### src/ata_cmd_pkg.sv
// constants, command decode and types shared by the admin command handler
package ata_cmd_pkg;
  // task-file register addresses on the register port
  localparam logic [2:0] TF_DATA     = 3'h0;
  localparam logic [2:0] TF_ERR_FEAT = 3'h1;
  localparam logic [2:0] TF_COUNT    = 3'h2;
  localparam logic [2:0] TF_SECTOR   = 3'h3;
  localparam logic [2:0] TF_TRK_LO   = 3'h4;
  localparam logic [2:0] TF_TRK_HI   = 3'h5;
  localparam logic [2:0] TF_UNIT     = 3'h6;
  localparam logic [2:0] TF_STAT_CMD = 3'h7;
  // command codes
  localparam logic [7:0] OPC_PWR_A = 8'h98;
  localparam logic [7:0] OPC_PWR_B = 8'he5;
  localparam logic [7:0] OPC_ERASE = 8'hc0;
  localparam logic [7:0] OPC_DIAG  = 8'h90;
  localparam logic [7:0] OPC_FLUSH = 8'he7;
  localparam logic [7:0] OPC_IDENT = 8'hec;
  // status, error and unit-select field positions
  localparam int ST_BUSY = 7;
  localparam int ST_RDY  = 6;
  localparam int ST_DF   = 5;
  localparam int ST_DSC  = 4;
  localparam int ST_DRQ  = 3;
  localparam int ST_ERR  = 0;
  localparam int ERR_ABRT = 2;
  localparam int UNIT_DEV_BIT = 4;
  localparam int UNIT_LBA_BIT = 6;
  localparam int DIAG_SLAVE_BIT = 7;
  // reset values
  localparam logic [7:0] TF_RESET  = 8'h00;
  localparam logic [7:0] ERR_RESET = 8'h01;
  // power-mode answers and power states
  localparam logic [7:0] PWR_COUNT_STANDBY = 8'h00;
  localparam logic [7:0] PWR_COUNT_IDLE    = 8'hff;
  localparam logic [1:0] PWR_IDLE    = 2'h0;
  localparam logic [1:0] PWR_STANDBY = 2'h1;
  localparam logic [1:0] PWR_ENTER   = 2'h2;
  localparam logic [1:0] PWR_EXIT    = 2'h3;
  // diagnostic result codes
  localparam logic [7:0] DIAG_OK     = 8'h01;
  localparam logic [7:0] DIAG_FMT    = 8'h02;
  localparam logic [7:0] DIAG_BUF    = 8'h03;
  localparam logic [7:0] DIAG_ECC    = 8'h04;
  localparam logic [7:0] DIAG_CPU    = 8'h05;
  // parameter block geometry and non-zero words
  localparam int IDENT_AW = 8;
  localparam logic [7:0]  IDENT_LAST = 8'hff;
  localparam logic [7:0]  ID_IDX_CFG = 8'h00;
  localparam logic [7:0]  ID_IDX_MUL = 8'h2f;
  localparam logic [7:0]  ID_IDX_VAL = 8'h35;
  localparam logic [15:0] ID_CFG     = 16'h044a;
  localparam logic [15:0] ID_MUL     = 16'h8001;
  localparam logic [15:0] ID_VAL     = 16'h0007;
  // media operations and erase span width
  localparam logic MOP_ERASE = 1'b0;
  localparam logic MOP_FLUSH = 1'b1;
  localparam int CNT_W = 9;
  localparam logic [8:0] CNT_ONE = 9'h001;

  typedef enum {CK_PWR, CK_ERASE, CK_DIAG, CK_FLUSH, CK_IDENT, CK_BAD} cmd_e;

  // command decode, shared by the dispatcher and its checks
  function automatic cmd_e decode_cmd(input logic [7:0] c);
    case (c)
      OPC_PWR_A, OPC_PWR_B: decode_cmd = CK_PWR;
      OPC_ERASE:            decode_cmd = CK_ERASE;
      OPC_DIAG:             decode_cmd = CK_DIAG;
      OPC_FLUSH:            decode_cmd = CK_FLUSH;
      OPC_IDENT:            decode_cmd = CK_IDENT;
      default:              decode_cmd = CK_BAD;
    endcase
  endfunction
endpackage

### src/media_if.sv
// job hand-off between the command dispatcher and the media sequencer
`timescale 1ns/1ps
interface media_if;
  logic        start;
  logic        op;
  logic        chs;
  logic [27:0] addr;
  logic [8:0]  count;
  logic        done;
  logic        fault;
  modport ctl (output start, op, chs, addr, count, input done, fault);
  modport seq (input start, op, chs, addr, count, output done, fault);
endinterface

### src/ata_admin_cmd.sv
// device-side handler for the power query, erase, diagnostic, flush and identify commands
//
// Contract
// - both power-query codes are accepted and report the power state without data.
// - a power query in or around standby sets busy, loads count with zero, clears busy, interrupts.
// - a power query while idle sets busy, loads count with all ones, clears busy, interrupts.
// - the pre-erase command is accepted and moves no data.
// - a failing pre-erase reports write fault and nothing else; the code also sets the error bit in status.
// - the erase start is cylinder, sector and head, or block bits 27:0 when block mode is set.
// - the count register gives how many consecutive sectors are erased.
// - the diagnostic ignores the drive bit and the master reports for both devices.
// - at diagnostic end the result code goes into the error register.
// - flush ends with ready and seek-complete set only after the cache is on the media.
// - without flush support the flush command ends with command aborted.
// - identify returns one parameter block using the single-sector data-in protocol.
// - reserved bits and words of the parameter block read as zero.
// - a finished data-in sends a status frame with its interrupt bit set, then goes idle.
`timescale 1ns/1ps
module ata_admin_cmd
  import ata_cmd_pkg::*;
#(
  parameter logic FLUSH_SUPPORTED = 1'b1,
  parameter logic DEVICE_NUM      = 1'b0
)
(
  // clock and reset
  input  wire logic        REF_CLK_I,
  input  wire logic        NRST_I,
  // task-file register port
  input  wire logic [2:0]  TF_ADDR_I,
  input  wire logic        TF_WR_I,
  input  wire logic [7:0]  TF_WDATA_I,
  input  wire logic        TF_RD_I,
  output logic      [7:0]  TF_RDATA_O,
  output logic             INTRQ_O,
  // power state and self test
  input  wire logic [1:0]  PWR_STATE_I,
  output logic             DIAG_START_O,
  input  wire logic        DIAG_DONE_I,
  input  wire logic [7:0]  DIAG_CODE_I,
  input  wire logic        SLAVE_FAIL_I,
  // media
  output logic             MEDIA_REQ_O,
  output logic             MEDIA_OP_O,
  output logic             MEDIA_CHS_O,
  output logic      [27:0] MEDIA_ADDR_O,
  input  wire logic        MEDIA_ACK_I,
  input  wire logic        MEDIA_FAULT_I,
  // data-in stream
  output logic      [15:0] DATA_O,
  output logic             DATA_VALID_O,
  input  wire logic        DATA_READY_I,
  // status frame
  output logic             FRAME_O,
  output logic      [7:0]  FRAME_STATUS_O,
  output logic      [7:0]  FRAME_ERROR_O,
  output logic             FRAME_IRQ_O
);
  typedef enum {S_IDLE, S_PWR, S_DIAG, S_MEDIA, S_ID_FETCH, S_ID_LOAD, S_ID_SEND, S_DONE} state_e;

  state_e      state_r;
  logic [7:0]  feat_r, count_r, sector_r, trk_lo_r, track_upper_r, unit_r, err_r;
  logic        busy_flag_r, drq_r, df_r, err_bit_r, seek_complete_flag_r;
  logic [7:0]  word_r;
  logic [15:0] mem_rdata;
  media_if     mq ();

  // status byte; ready stays up, this block has no not-ready phase
  wire [7:0] status = {busy_flag_r, 1'b1, df_r, seek_complete_flag_r, drq_r, 2'b00, err_bit_r};

  // register port decode; writes are refused while a command runs
  wire   tf_wr_ok = TF_WR_I && !busy_flag_r && (state_r == S_IDLE);
  wire   cmd_go   = tf_wr_ok && (TF_ADDR_I == TF_STAT_CMD);
  cmd_e  cmd_kind;
  assign cmd_kind = decode_cmd(TF_WDATA_I);
  wire   dev_hit  = (unit_r[UNIT_DEV_BIT] == DEVICE_NUM) || (cmd_kind == CK_DIAG);
  wire   cmd_take = cmd_go && dev_hit;
  wire   stat_rd  = TF_RD_I && (TF_ADDR_I == TF_STAT_CMD);
  wire   lba_mode = unit_r[UNIT_LBA_BIT];

  // start address: head or block bits 27:24 on top, then track and sector bytes
  wire [27:0] erase_start = {unit_r[3:0], track_upper_r, trk_lo_r, sector_r};
  // a count of zero asks for the full 256-sector span
  wire [8:0]  erase_span  = {(count_r == 8'h00), count_r};
  wire        pwr_sleepy  = (PWR_STATE_I != PWR_IDLE);
  wire        id_beat     = DATA_VALID_O && DATA_READY_I;
  wire        id_last     = (word_r == IDENT_LAST);
  wire        mem_rd      = (state_r == S_ID_FETCH);

  // read mux for the register port
  logic [7:0] rd_mux;
  always_comb
  begin
    case (TF_ADDR_I)
      TF_ERR_FEAT: rd_mux = err_r;
      TF_COUNT:    rd_mux = count_r;
      TF_SECTOR:   rd_mux = sector_r;
      TF_TRK_LO:   rd_mux = trk_lo_r;
      TF_TRK_HI:   rd_mux = track_upper_r;
      TF_UNIT:     rd_mux = unit_r;
      TF_STAT_CMD: rd_mux = status;
      default:     rd_mux = 8'h00;
    endcase
  end

  ident_mem u_mem (
    .clk_i   (REF_CLK_I),
    .rst_n_i (NRST_I),
    .rd_i    (mem_rd),
    .addr_i  (word_r),
    .rdata_o (mem_rdata)
  );

  media_seq u_seq (
    .clk_i   (REF_CLK_I),
    .rst_n_i (NRST_I),
    .m       (mq.seq),
    .req_o   (MEDIA_REQ_O),
    .op_o    (MEDIA_OP_O),
    .chs_o   (MEDIA_CHS_O),
    .addr_o  (MEDIA_ADDR_O),
    .ack_i   (MEDIA_ACK_I),
    .fault_i (MEDIA_FAULT_I)
  );

  // register file and command sequencing
  always_ff @(posedge REF_CLK_I)
  begin
    if (!NRST_I)
    begin
      state_r <= S_IDLE;
      {feat_r, count_r, sector_r, trk_lo_r, track_upper_r, unit_r} <= {6{TF_RESET}};
      err_r   <= ERR_RESET;
      {busy_flag_r, drq_r, df_r, err_bit_r} <= 4'h0;
      seek_complete_flag_r <= 1'b1;
      word_r <= 8'h00;
      TF_RDATA_O <= 8'h00;
      INTRQ_O <= 1'b0;
      DIAG_START_O <= 1'b0;
      DATA_O <= 16'h0000;
      DATA_VALID_O <= 1'b0;
      {FRAME_O, FRAME_IRQ_O} <= 2'b00;
      FRAME_STATUS_O <= 8'h00;
      FRAME_ERROR_O <= 8'h00;
      mq.start <= 1'b0;
      mq.op <= MOP_ERASE;
      mq.chs <= 1'b0;
      mq.addr <= '0;
      mq.count <= '0;
    end
    else
    begin
      FRAME_O <= 1'b0;
      DIAG_START_O <= 1'b0;
      mq.start <= 1'b0;
      if (TF_RD_I)
        TF_RDATA_O <= rd_mux;
      // status read acknowledges the interrupt; a completion below still wins
      if (stat_rd)
        INTRQ_O <= 1'b0;
      if (tf_wr_ok)
      begin
        case (TF_ADDR_I)
          TF_ERR_FEAT: feat_r <= TF_WDATA_I;
          TF_COUNT:    count_r <= TF_WDATA_I;
          TF_SECTOR:   sector_r <= TF_WDATA_I;
          TF_TRK_LO:   trk_lo_r <= TF_WDATA_I;
          TF_TRK_HI:   track_upper_r <= TF_WDATA_I;
          TF_UNIT:     unit_r <= TF_WDATA_I;
          default:     ;
        endcase
      end
      case (state_r)
        S_IDLE:
          if (cmd_take)
          begin
            busy_flag_r <= 1'b1;
            {df_r, err_bit_r} <= 2'b00;
            err_r <= 8'h00;
            INTRQ_O <= 1'b0;
            case (cmd_kind)
              CK_PWR:   state_r <= S_PWR;
              CK_ERASE:
              begin
                mq.start <= 1'b1;
                mq.op    <= MOP_ERASE;
                mq.chs   <= !lba_mode;
                mq.addr  <= erase_start;
                mq.count <= erase_span;
                state_r  <= S_MEDIA;
              end
              CK_DIAG:
              begin
                DIAG_START_O <= 1'b1;
                state_r <= S_DIAG;
              end
              CK_FLUSH:
                if (FLUSH_SUPPORTED)
                begin
                  seek_complete_flag_r <= 1'b0;
                  mq.start <= 1'b1;
                  mq.op    <= MOP_FLUSH;
                  mq.count <= CNT_ONE;
                  state_r  <= S_MEDIA;
                end
                else
                begin
                  err_r[ERR_ABRT] <= 1'b1;
                  err_bit_r <= 1'b1;
                  state_r <= S_DONE;
                end
              CK_IDENT:
              begin
                word_r  <= 8'h00;
                state_r <= S_ID_FETCH;
              end
              default:
              begin
                err_r[ERR_ABRT] <= 1'b1;
                err_bit_r <= 1'b1;
                state_r <= S_DONE;
              end
            endcase
          end
        S_PWR:
        begin
          count_r <= pwr_sleepy ? PWR_COUNT_STANDBY : PWR_COUNT_IDLE;
          state_r <= S_DONE;
        end
        S_DIAG:
          if (DIAG_DONE_I)
          begin
            err_r <= DIAG_CODE_I;
            err_r[DIAG_SLAVE_BIT] <= SLAVE_FAIL_I;
            state_r <= S_DONE;
          end
        S_MEDIA:
          if (mq.done)
          begin
            df_r <= mq.fault;
            err_bit_r <= mq.fault;
            seek_complete_flag_r <= 1'b1;
            state_r <= S_DONE;
          end
        S_ID_FETCH:
        begin
          busy_flag_r <= 1'b0;
          drq_r <= 1'b1;
          state_r <= S_ID_LOAD;
        end
        S_ID_LOAD:
        begin
          DATA_O <= mem_rdata;
          DATA_VALID_O <= 1'b1;
          state_r <= S_ID_SEND;
        end
        S_ID_SEND:
          if (id_beat)
          begin
            DATA_VALID_O <= 1'b0;
            word_r <= word_r + 8'h01;
            state_r <= id_last ? S_DONE : S_ID_FETCH;
          end
        S_DONE:
        begin
          // one status frame closes every command, its interrupt bit always set
          busy_flag_r <= 1'b0;
          drq_r <= 1'b0;
          INTRQ_O <= 1'b1;
          FRAME_O <= 1'b1;
          FRAME_IRQ_O <= 1'b1;
          FRAME_STATUS_O <= {1'b0, status[6:4], 1'b0, status[2:0]};
          FRAME_ERROR_O <= err_r;
          state_r <= S_IDLE;
        end
        default: state_r <= S_IDLE;
      endcase
    end
  end
endmodule

### src/ident_mem.sv
// parameter block store with registered read data
`timescale 1ns/1ps
module ident_mem
  import ata_cmd_pkg::*;
(
  // clock and reset
  input  wire logic                clk_i,
  input  wire logic                rst_n_i,
  // read port
  input  wire logic                rd_i,
  input  wire logic [IDENT_AW-1:0] addr_i,
  output logic      [15:0]         rdata_o
);
  // only a few words carry values; everything reserved reads zero
  function automatic logic [15:0] word_of(input logic [7:0] a);
    case (a)
      ID_IDX_CFG: word_of = ID_CFG;
      ID_IDX_MUL: word_of = ID_MUL;
      ID_IDX_VAL: word_of = ID_VAL;
      default:    word_of = 16'h0000;
    endcase
  endfunction

  // read register; holds its word between reads
  always_ff @(posedge clk_i)
  begin
    if (!rst_n_i)
      rdata_o <= 16'h0000;
    else if (rd_i)
      rdata_o <= word_of(addr_i);
  end
endmodule

### src/media_seq.sv
// walks an erase span or a flush against the media, one acknowledge per sector
`timescale 1ns/1ps
module media_seq
  import ata_cmd_pkg::*;
(
  // clock and reset
  input  wire logic        clk_i,
  input  wire logic        rst_n_i,
  // job from the dispatcher
  media_if.seq             m,
  // media side
  output logic             req_o,
  output logic             op_o,
  output logic             chs_o,
  output logic [27:0]      addr_o,
  input  wire logic        ack_i,
  input  wire logic        fault_i
);
  typedef enum {Q_IDLE, Q_RUN} seq_e;
  seq_e             q_r;
  logic [CNT_W-1:0] left_r;
  wire              last_sector = (left_r == CNT_ONE);

  // request stays high across the span; each ack retires one sector
  always_ff @(posedge clk_i)
  begin
    if (!rst_n_i)
    begin
      q_r     <= Q_IDLE;
      left_r  <= '0;
      req_o   <= 1'b0;
      op_o    <= MOP_ERASE;
      chs_o   <= 1'b0;
      addr_o  <= '0;
      m.done  <= 1'b0;
      m.fault <= 1'b0;
    end
    else
    begin
      m.done <= 1'b0;
      case (q_r)
        Q_IDLE:
          if (m.start)
          begin
            op_o   <= m.op;
            chs_o  <= m.chs;
            addr_o <= m.addr;
            left_r <= m.count;
            req_o  <= 1'b1;
            q_r    <= Q_RUN;
          end
        Q_RUN:
          if (ack_i)
          begin
            // a failing sector ends the span early
            if (fault_i || last_sector)
            begin
              req_o   <= 1'b0;
              m.done  <= 1'b1;
              m.fault <= fault_i;
              q_r     <= Q_IDLE;
            end
            else
            begin
              addr_o <= addr_o + 28'h1;
              left_r <= left_r - CNT_ONE;
            end
          end
        default: q_r <= Q_IDLE;
      endcase
    end
  end
endmodule

### config.mk
export PLATFORM = sky130hd
export DESIGN_NAME = ata_admin_cmd
export DESIGN_NICKNAME = d
export VERILOG_FILES = /design/src/ata_cmd_pkg.sv /design/src/media_if.sv /design/src/ata_admin_cmd.sv /design/src/ident_mem.sv /design/src/media_seq.sv
export SDC_FILE = /design/constraint.sdc
export NUM_CORES = 1
export LEC_CHECK = 0
export ABC_AREA = 0
export ABC_CLOCK_PERIOD_IN_PS = 3800
export BUFFER_PORTS_ARGS = -buffer_cell sky130_fd_sc_hd__buf_4
export CAP_MARGIN = 20
export CORE_MARGIN = 10
export CORE_UTILIZATION = 35
export CTS_BUF_LIST = sky130_fd_sc_hd__clkbuf_4 sky130_fd_sc_hd__clkbuf_8 sky130_fd_sc_hd__clkbuf_16
export DETAILED_ROUTE_END_ITERATION = 10
export GPL_ROUTABILITY_DRIVEN = 0
export MAX_ROUTING_LAYER = met4
export PLACE_DENSITY_LB_ADDON = 0.1
export REMOVE_ABC_BUFFERS = 1
export SLEW_MARGIN = 20
export SYNTH_ARGS = -nofsm -noshare
export SYNTH_HDL_FRONTEND = slang
export SYNTH_SLANG_ARGS = --single-unit
export TNS_END_PERCENT = 100
### constraint.sdc
create_clock -name REF_CLK_I -period 3.8 [get_ports REF_CLK_I]
set_clock_uncertainty 0.2 [all_clocks]
set_input_delay 0.57 -clock REF_CLK_I [delete_from_list [all_inputs] [get_ports REF_CLK_I]]
set_output_delay 0.57 -clock REF_CLK_I [all_outputs]
set_load 0.005 [all_outputs]
==> flow_metrics.tcl, run 1 <==
set metrics [dict create \
    status "complete, no violations" \
    period_needed_ns 2.775 \
    synth_seq_cells 180 \
    synth-compound-area-share_pct 20.20 \
    hold_path_end "err_r[1]" \
    cts_tree "done" \
    port_buffers 91 \
    fp-row-count 57 \
    r2r_cells 7 \
    ys_warn_count 0 \
    startpoint_type "flip-flop" \
    coreArea_um2 24250 \
    grt_max_degree 72 \
    fillCellCount 2497 \
    p_leak_nw 3.866 \
    r2r-end "u_seq.left_r[0]" \
    slew_viol_final 0 \
    post-synth-top-area-fraction_pct 42.00 \
    synth_top_cell_by_area "dfxtp_1" \
    clkTransAtPathRegs_ns 0.08 \
    die_area_um2 31180 \
    clock_path_buffers 2 \
    maxCapViolCount 0 \
    async_flop_share_pct 0 \
    ys_seq_area_share_pct 42.00 \
    hold_depth 2 \
    crit_fanout 30 \
    hpwl_um 17710 \
    placedCellCount 1370 \
    peakVddDrop_uv 257.6 \
    rrSetupSlack_ns 1.03 \
    fin_cells 1402 \
    ys_top_cells_by_count "dfxtp_1 (180), nand2_1 (142), nor2_1 (89)" \
    synthAdderAreaFrac_pct 0.8750 \
    synth_area_leaders "dfxtp_1 (42%), mux2i_1 (8.6%), nand2_1 (6.2%)" \
    layout.area.seq_um2 3605 \
    first_pass_iters 5 \
    postLayoutCoreUtil_pct 41.25 \
    post_cts_resized 0 \
    drtAntennaViolNets 0 \
    reg2reg_from "u_seq.left_r[1]" \
    cts_sinks 180 \
    path_buf_inv 1 \
    cp-end-kind "flip-flop" \
    die_w_um 176.6 \
    cpLargestDelayFamily "compound AO/OA/AOI/OAI gates" \
    total_power_mw 4.458 \
    fmax_mhz 360.4 \
    wirelength_um 25530 \
    grt_pass1_vias 7188 \
    synth-main-ff-cell "dfxtp_1" \
    period_share_pct 73.03 \
    grt_pass1_wl_um 41060 \
    crit_type "reg2reg" \
    synth_xor_area_share_pct 0.1021 \
    design_area_um2 10000 \
    synth.mux.area_fraction_pct 9.946 \
    drtIter0Drc 633 \
    fin_nets 1101 \
    place_ws_ns 0.7477 \
    drc 0 \
    setup_viol 0 \
    synth_edf_count 0 \
    synth_top_family_by_area "simple AND/OR/NAND/NOR gates" \
    start_util_pct 35.38 \
    synthToLayoutAreaGrowth_pct 16.60 \
    cp.arrival_ns 2.92 \
    clock_tree.root_cell "clkbuf_16" \
    syn_inst 1018 \
    h-tree-depth 4 \
    wl_per_cell_um 18.21 \
    crit_slowest_cell "a31o_2" \
    crit_chain "inv_1 -> ha_1 -> nor4b_1 -> a31oi_1 -> a31o_2 -> o21ai_0 -> a221oi_1" \
    relSlewSlack_pct 46.72 \
    synth_area_um2 8579 \
    holdBufCountCts 0 \
    grt_setup_unrepaired "false" \
    die_h_um 176.6 \
    hold_violations 0 \
    required_ns 3.94 \
    synth_cell_types 76 \
    ios 106 \
    overflow 0 \
    power_density_nw_per_um2 445.7 \
    multi_input_area_um2 4557 \
    dpl_cell_area_um2 9420 \
    critPathMaxStageDelay_ns 0.72 \
    n_antenna_cell 0 \
    via_count 7467 \
    grt_usage_pct 16.82 \
    tightest_slew_ns 0.7926 \
    clkLatencyLatePin_ns 0.44 \
    layout_setup_ws_ns 1.025 \
    cts_buffers 17 \
    layout-drive-gt1-share_pct 16.23 \
    synthSimpleGateAreaFrac_pct 21.25 \
    antenna_found_initial 0 \
    worstHoldPathType "in2reg" \
    holdWs_ns 0.1391 \
    viasPerCell 5.326 \
    cts_setup_buffers 0 \
    synth.most_common_cell "dfxtp_1" \
    syn_avg_cell_area_um2 8.428 \
    setup_tns_ns 0 \
    hold_path_startpoint "DIAG_CODE_I[1]" \
]
## how the worst max path moves through the flow
stage                    start          endpoint  cells past startpoint
6_report       u_seq.left_r[1]   u_seq.left_r[0]                      7
5_1_grt        u_seq.left_r[1]   u_seq.left_r[0]                      7
4_1_cts        u_seq.left_r[1]   u_seq.left_r[0]                      7
3_5_place_dp     TF_WDATA_I[5]       mq.addr[13]                      7
3_3_place_gp     TF_WDATA_I[5]       mq.addr[27]                      7
2_1_floorplan     u_seq.q_r[0]  u_seq.addr_o[10]                      4
## sequential cells by signal (all words and copies together) (netlist names), 3 cells and up
name            cells
FRAME_ERROR_O       8
FRAME_STATUS_O      4
u_seq.addr_o       28
state_r             3
u_mem.rdata_o       5
DATA_O              5
TF_RDATA_O          8
u_seq.left_r        9
word_r              8
mq.addr            28
unit_r              8
sector_r            8
track_upper_r       8
trk_lo_r            8
mq.count            9
count_r             8
err_r               8
## worst reg2reg max path, delay by kind of cell, from the launching register on
kind                       cells  cell delay [ns]
and+or+nand+nor                1             0.13
AOI/OAI and AO/OA              4             1.72
buffers and inverters          1             0.08
DFF                            1             0.38
adders and majority gates      1             0.17
## cell families after synthesis
family | Yosys count
compound gates | 264
xor+xnor | 1
fa+ha+maj | 6
buf+inv | 102
flops | 180
mux | 82
other cells | 1
simple gates | 382
## power by group
part	leakage, nW	internal (mW)	total (mW)	switching (mW)
clock network	0.287	0.935	1.78	0.849
logic	2.13	0.229	0.581	0.352
registers	1.45	1.97	2.09	0.120
## per-layer routing
metal / track usage, % / up-vias / wire, um
met5: - / - / 0
met4: 5.114 / 0 / 346
met3: 3.481 / 24 / 1310
met2: 24.08 / 168 / 11100
met1: 23.26 / 3537 / 12770
li1: - / 3738 / -
## placed cells by master (no fill, tap or decap), types with 6 or more instances in the layout
master | Yosys | layout
a21oi_1 | 80 | 80
a221oi_1 | 6 | 6
a22oi_1 | 6 | 6
a31oi_1 | 25 | 24
a32o_1 | 15 | 15
a41oi_1 | 6 | 6
and2_1 | 9 | 9
and3_1 | 8 | 8
buf_4 | 17 | 105
clkbuf_16 | 0 | 17
conb_1 | 1 | 13
dfxtp_1 | 180 | 179
ha_1 | 6 | 6
inv_1 | 10 | 10
inv_6 | 0 | 6
mux2_2 | 6 | 6
mux2i_1 | 74 | 74
nand2_1 | 142 | 142
nand2b_1 | 9 | 9
nand3_1 | 38 | 38
nand4_1 | 9 | 9
nor2_1 | 89 | 89
nor2b_1 | 21 | 21
nor3_1 | 17 | 17
nor4_1 | 8 | 8
o21ai_0 | 63 | 63
o221a_2 | 11 | 11
o22ai_1 | 6 | 6
## final cells by class
type                            count  area share (%)
Clock inverter                     15           1.576
Tap cell                          324           4.053
Multi-Input combinational cell    748           45.55
Sequential cell                   180           36.04
Inverter                           12          0.4503
Clock buffer                       17           4.253
Timing Repair Buffer              106           8.080
No activity file was read; power rests on OpenSTA's default activity.
==> run 2: changes to the inputs <==
--- a/config.mk
+++ b/config.mk
@@ -5,8 +5,8 @@
 export SDC_FILE = /design/constraint.sdc
 export NUM_CORES = 1
 export LEC_CHECK = 0
-export ABC_AREA = 0
-export ABC_CLOCK_PERIOD_IN_PS = 3800
+export ABC_AREA = 1
+export ABC_CLOCK_PERIOD_IN_PS = 2600
 export BUFFER_PORTS_ARGS = -buffer_cell sky130_fd_sc_hd__buf_4
 export CAP_MARGIN = 20
 export CORE_MARGIN = 10
==> constraint.sdc (replaced) <==
create_clock -name REF_CLK_I -period 2.6 [get_ports REF_CLK_I]
set_clock_uncertainty 0.2 [all_clocks]
set_input_delay 0.39 -clock REF_CLK_I [delete_from_list [all_inputs] [get_ports REF_CLK_I]]
set_output_delay 0.39 -clock REF_CLK_I [all_outputs]
set_load 0.005 [all_outputs]
==> flow_metrics.tcl, run 2 <==
set metrics [dict create \
    cp.arrival_ns 2.46 \
    fmax_mhz 434.2 \
    synth_seq_cells 180 \
    syn_inst 1254 \
    synth_cell_types 41 \
    p_leak_nw 4.054 \
    p_sw_mw 1.969 \
    cts_sinks 180 \
    die_w_um 177.3 \
    critPathLaunch "state_r[2]" \
    synth_area_um2 8657 \
    clkLatencyLatePin_ns 0.43 \
    h-tree-depth 4 \
    drc 0 \
    cts_tree "done" \
    cts_buffers 17 \
    layout-drive-gt1-share_pct 13.44 \
    peakVddDrop_uv 322.1 \
    ios 106 \
    relSlewSlack_pct 34.07 \
    fin_cells 1663 \
    pwr-share-seq_pct 46.1 \
    wl_per_cell_um 15.71 \
    rrSetupSlack_ns 0.30 \
    dpl_cell_area_um2 9549 \
    placedCellCount 1630 \
    post-synth-top-area-fraction_pct 41.62 \
    grt_pass1_vias 7686 \
    clkPwrFrac_pct 41.2 \
    grt_usage_pct 16.91 \
    period_needed_ns 2.303 \
    tightest_slew_ns 0.9853 \
    synth_top_cell_by_area "dfxtp_1" \
    clkTransAtPathRegs_ns 0.07 \
    crit_slowest_cell "nor2_1" \
    hpwl_um 19150 \
    critPathMaxStageDelay_ns 0.78 \
    ys_warn_count 0 \
    synthToLayoutAreaGrowth_pct 17.60 \
    crit_chain "inv_2 -> nand4_4 -> nor2_1 -> o21ai_0 -> a21oi_1" \
    drtIter0Drc 654 \
    required_ns 2.76 \
    power_frac_comb_pct 12.8 \
    start_util_pct 35.60 \
    setup_viol 0 \
    first_pass_iters 5 \
    slew_viol_final 0 \
    period_share_pct 88.58 \
    overflow 0 \
    clock_path_buffers 2 \
    cp-end-kind "flip-flop" \
    synth_edf_count 0 \
    die_area_um2 31420 \
    synth.most_common_cell "nand2_1" \
    cts_setup_buffers 0 \
    grt_setup_unrepaired "false" \
    coreArea_um2 24320 \
    crit_fanout 16 \
    hold_violations 0 \
    ys_seq_area_share_pct 41.62 \
    synth-main-ff-cell "dfxtp_1" \
    clock_tree.root_cell "clkbuf_16" \
    switching_share_pct 29.10 \
    synth_area_leaders "dfxtp_1 (42%), nand2_1 (11%), nor2_1 (7.6%)" \
    maxCapViolCount 0 \
    crit_type "reg2reg" \
    final_common_cell "nand2_1" \
    setup_tns_ns 0 \
    drtAntennaViolNets 0 \
    p_int_mw 4.796 \
    die_h_um 177.3 \
    power_density_nw_per_um2 664.5 \
    wirelength_um 26120 \
    via_count 8009 \
    hold_path_startpoint "DIAG_CODE_I[6]" \
    port_buffers 91 \
    viasPerCell 4.816 \
    fp-row-count 57 \
    postLayoutCoreUtil_pct 41.86 \
    async_flop_share_pct 0 \
    top_regs "mq.addr (28), u_seq.addr_o (28)" \
    antenna_found_initial 0 \
    grt_pass1_wl_um 41680 \
    n_antenna_cell 0 \
    grt_max_degree 93 \
    syn_avg_cell_area_um2 6.904 \
    most-common-layout-cells "nand2_1 (255), dfxtp_1 (179), nor2_1 (176), o21ai_0 (124), a21oi_1 (123)" \
    status "complete, no violations" \
    worstHoldPathType "in2reg" \
    reg2reg_from "state_r[2]" \
    fin_nets 1362 \
    design_area_um2 10180 \
    ys_top_cells_by_count "nand2_1 (255), dfxtp_1 (180), nor2_1 (176)" \
    startpoint_type "flip-flop" \
]
==> run 2: cell types whose count changed after synthesis, sizes merged, moves of 21 or more <==
cell,change
inv,+92
nor2b,-21
nand2,+121
clkbuf,-32
a21oi,+43
nor2,+95
mux2i,-73
nand3,+45
o21ai,+87
==> run 2: final cells by class <==
type,count,area (um2)
Multi-Input combinational cell,914,4332
Timing Repair Buffer,107,818.3
Clock buffer,18,432.9
Tap cell,324,405.4
Inverter,106,399.1
Fill cell,2615,14140
Clock inverter,14,188.9
Sequential cell,180,3605
==> run 2: timing repair <==
action,CTS,global route
setup endpoints to repair,0,0
hold buffers,1,0
hold endpoints to repair,1,0
gates resized for setup,0,0
==> run 2: path summary, 6_finish.rpt <==
path / end / depth (start not counted)
max: unit_r[6] / 5
min: err_r[6] / 3
max reg2reg: unit_r[6] / 5
min reg2reg: u_seq.q_r[0] / 2
==> run 2: cells by family after synthesis <==
logic type / count (synthesis) / synth area share, %
DFF: 180 / 41.62
adders and majority gates: 6 / 0.8672
buffers and inverters: 172 / 8.860
muxes: 1 / 0.1156
AOI/OAI and AO/OA: 307 / 18.69
and+or+nand+nor: 576 / 28.69
xor gates and xnor gates: 11 / 1.113
other: 1 / 0.04332
==> run 2: power by group through the flow <==
stage / Clock (mW) / Combinational (mW) / Sequential, mW
5_1_grt: 2.93 / 0.992 / 3.14
2_1_floorplan: 0 / 0.566 / 3.10
6_report: 2.78 / 0.864 / 3.12
3_5_place_dp: 0 / 0.867 / 3.18
4_1_cts: 2.83 / 0.871 / 3.11
3_3_place_gp: 0 / 0.863 / 3.18
==> run 2: worst max-delay path: cells and delay by family, from the launching register on <==
| family | cells | cell delay [ns] |
|---|---|---|
| and+or+nand+nor | 2 | 0.97 |
| buffers and inverters | 1 | 0.26 |
| AOI/OAI and AO/OA | 2 | 0.32 |
| DFF | 1 | 0.47 |
==> run 2: per-stage QoR <==
step                      hold slack, ns  power, mW  worst slack, ns
after global routing             0.01597      7.062          0.03410
final                            0.01757      6.765           0.2970
after CTS                       0.003222      6.819           0.3255
after floorplan                   0.2238      3.663          -0.1507
after detailed placement          0.2480      4.044           0.2895
after global placement            0.2472      4.041           0.3067
==> run 2: layer usage <==
layer	routed length, um	GRT usage, %
met5	0	-
met2	11400	25.29
met4	381	4.515
met1	13040	22.56
met3	1290	3.691
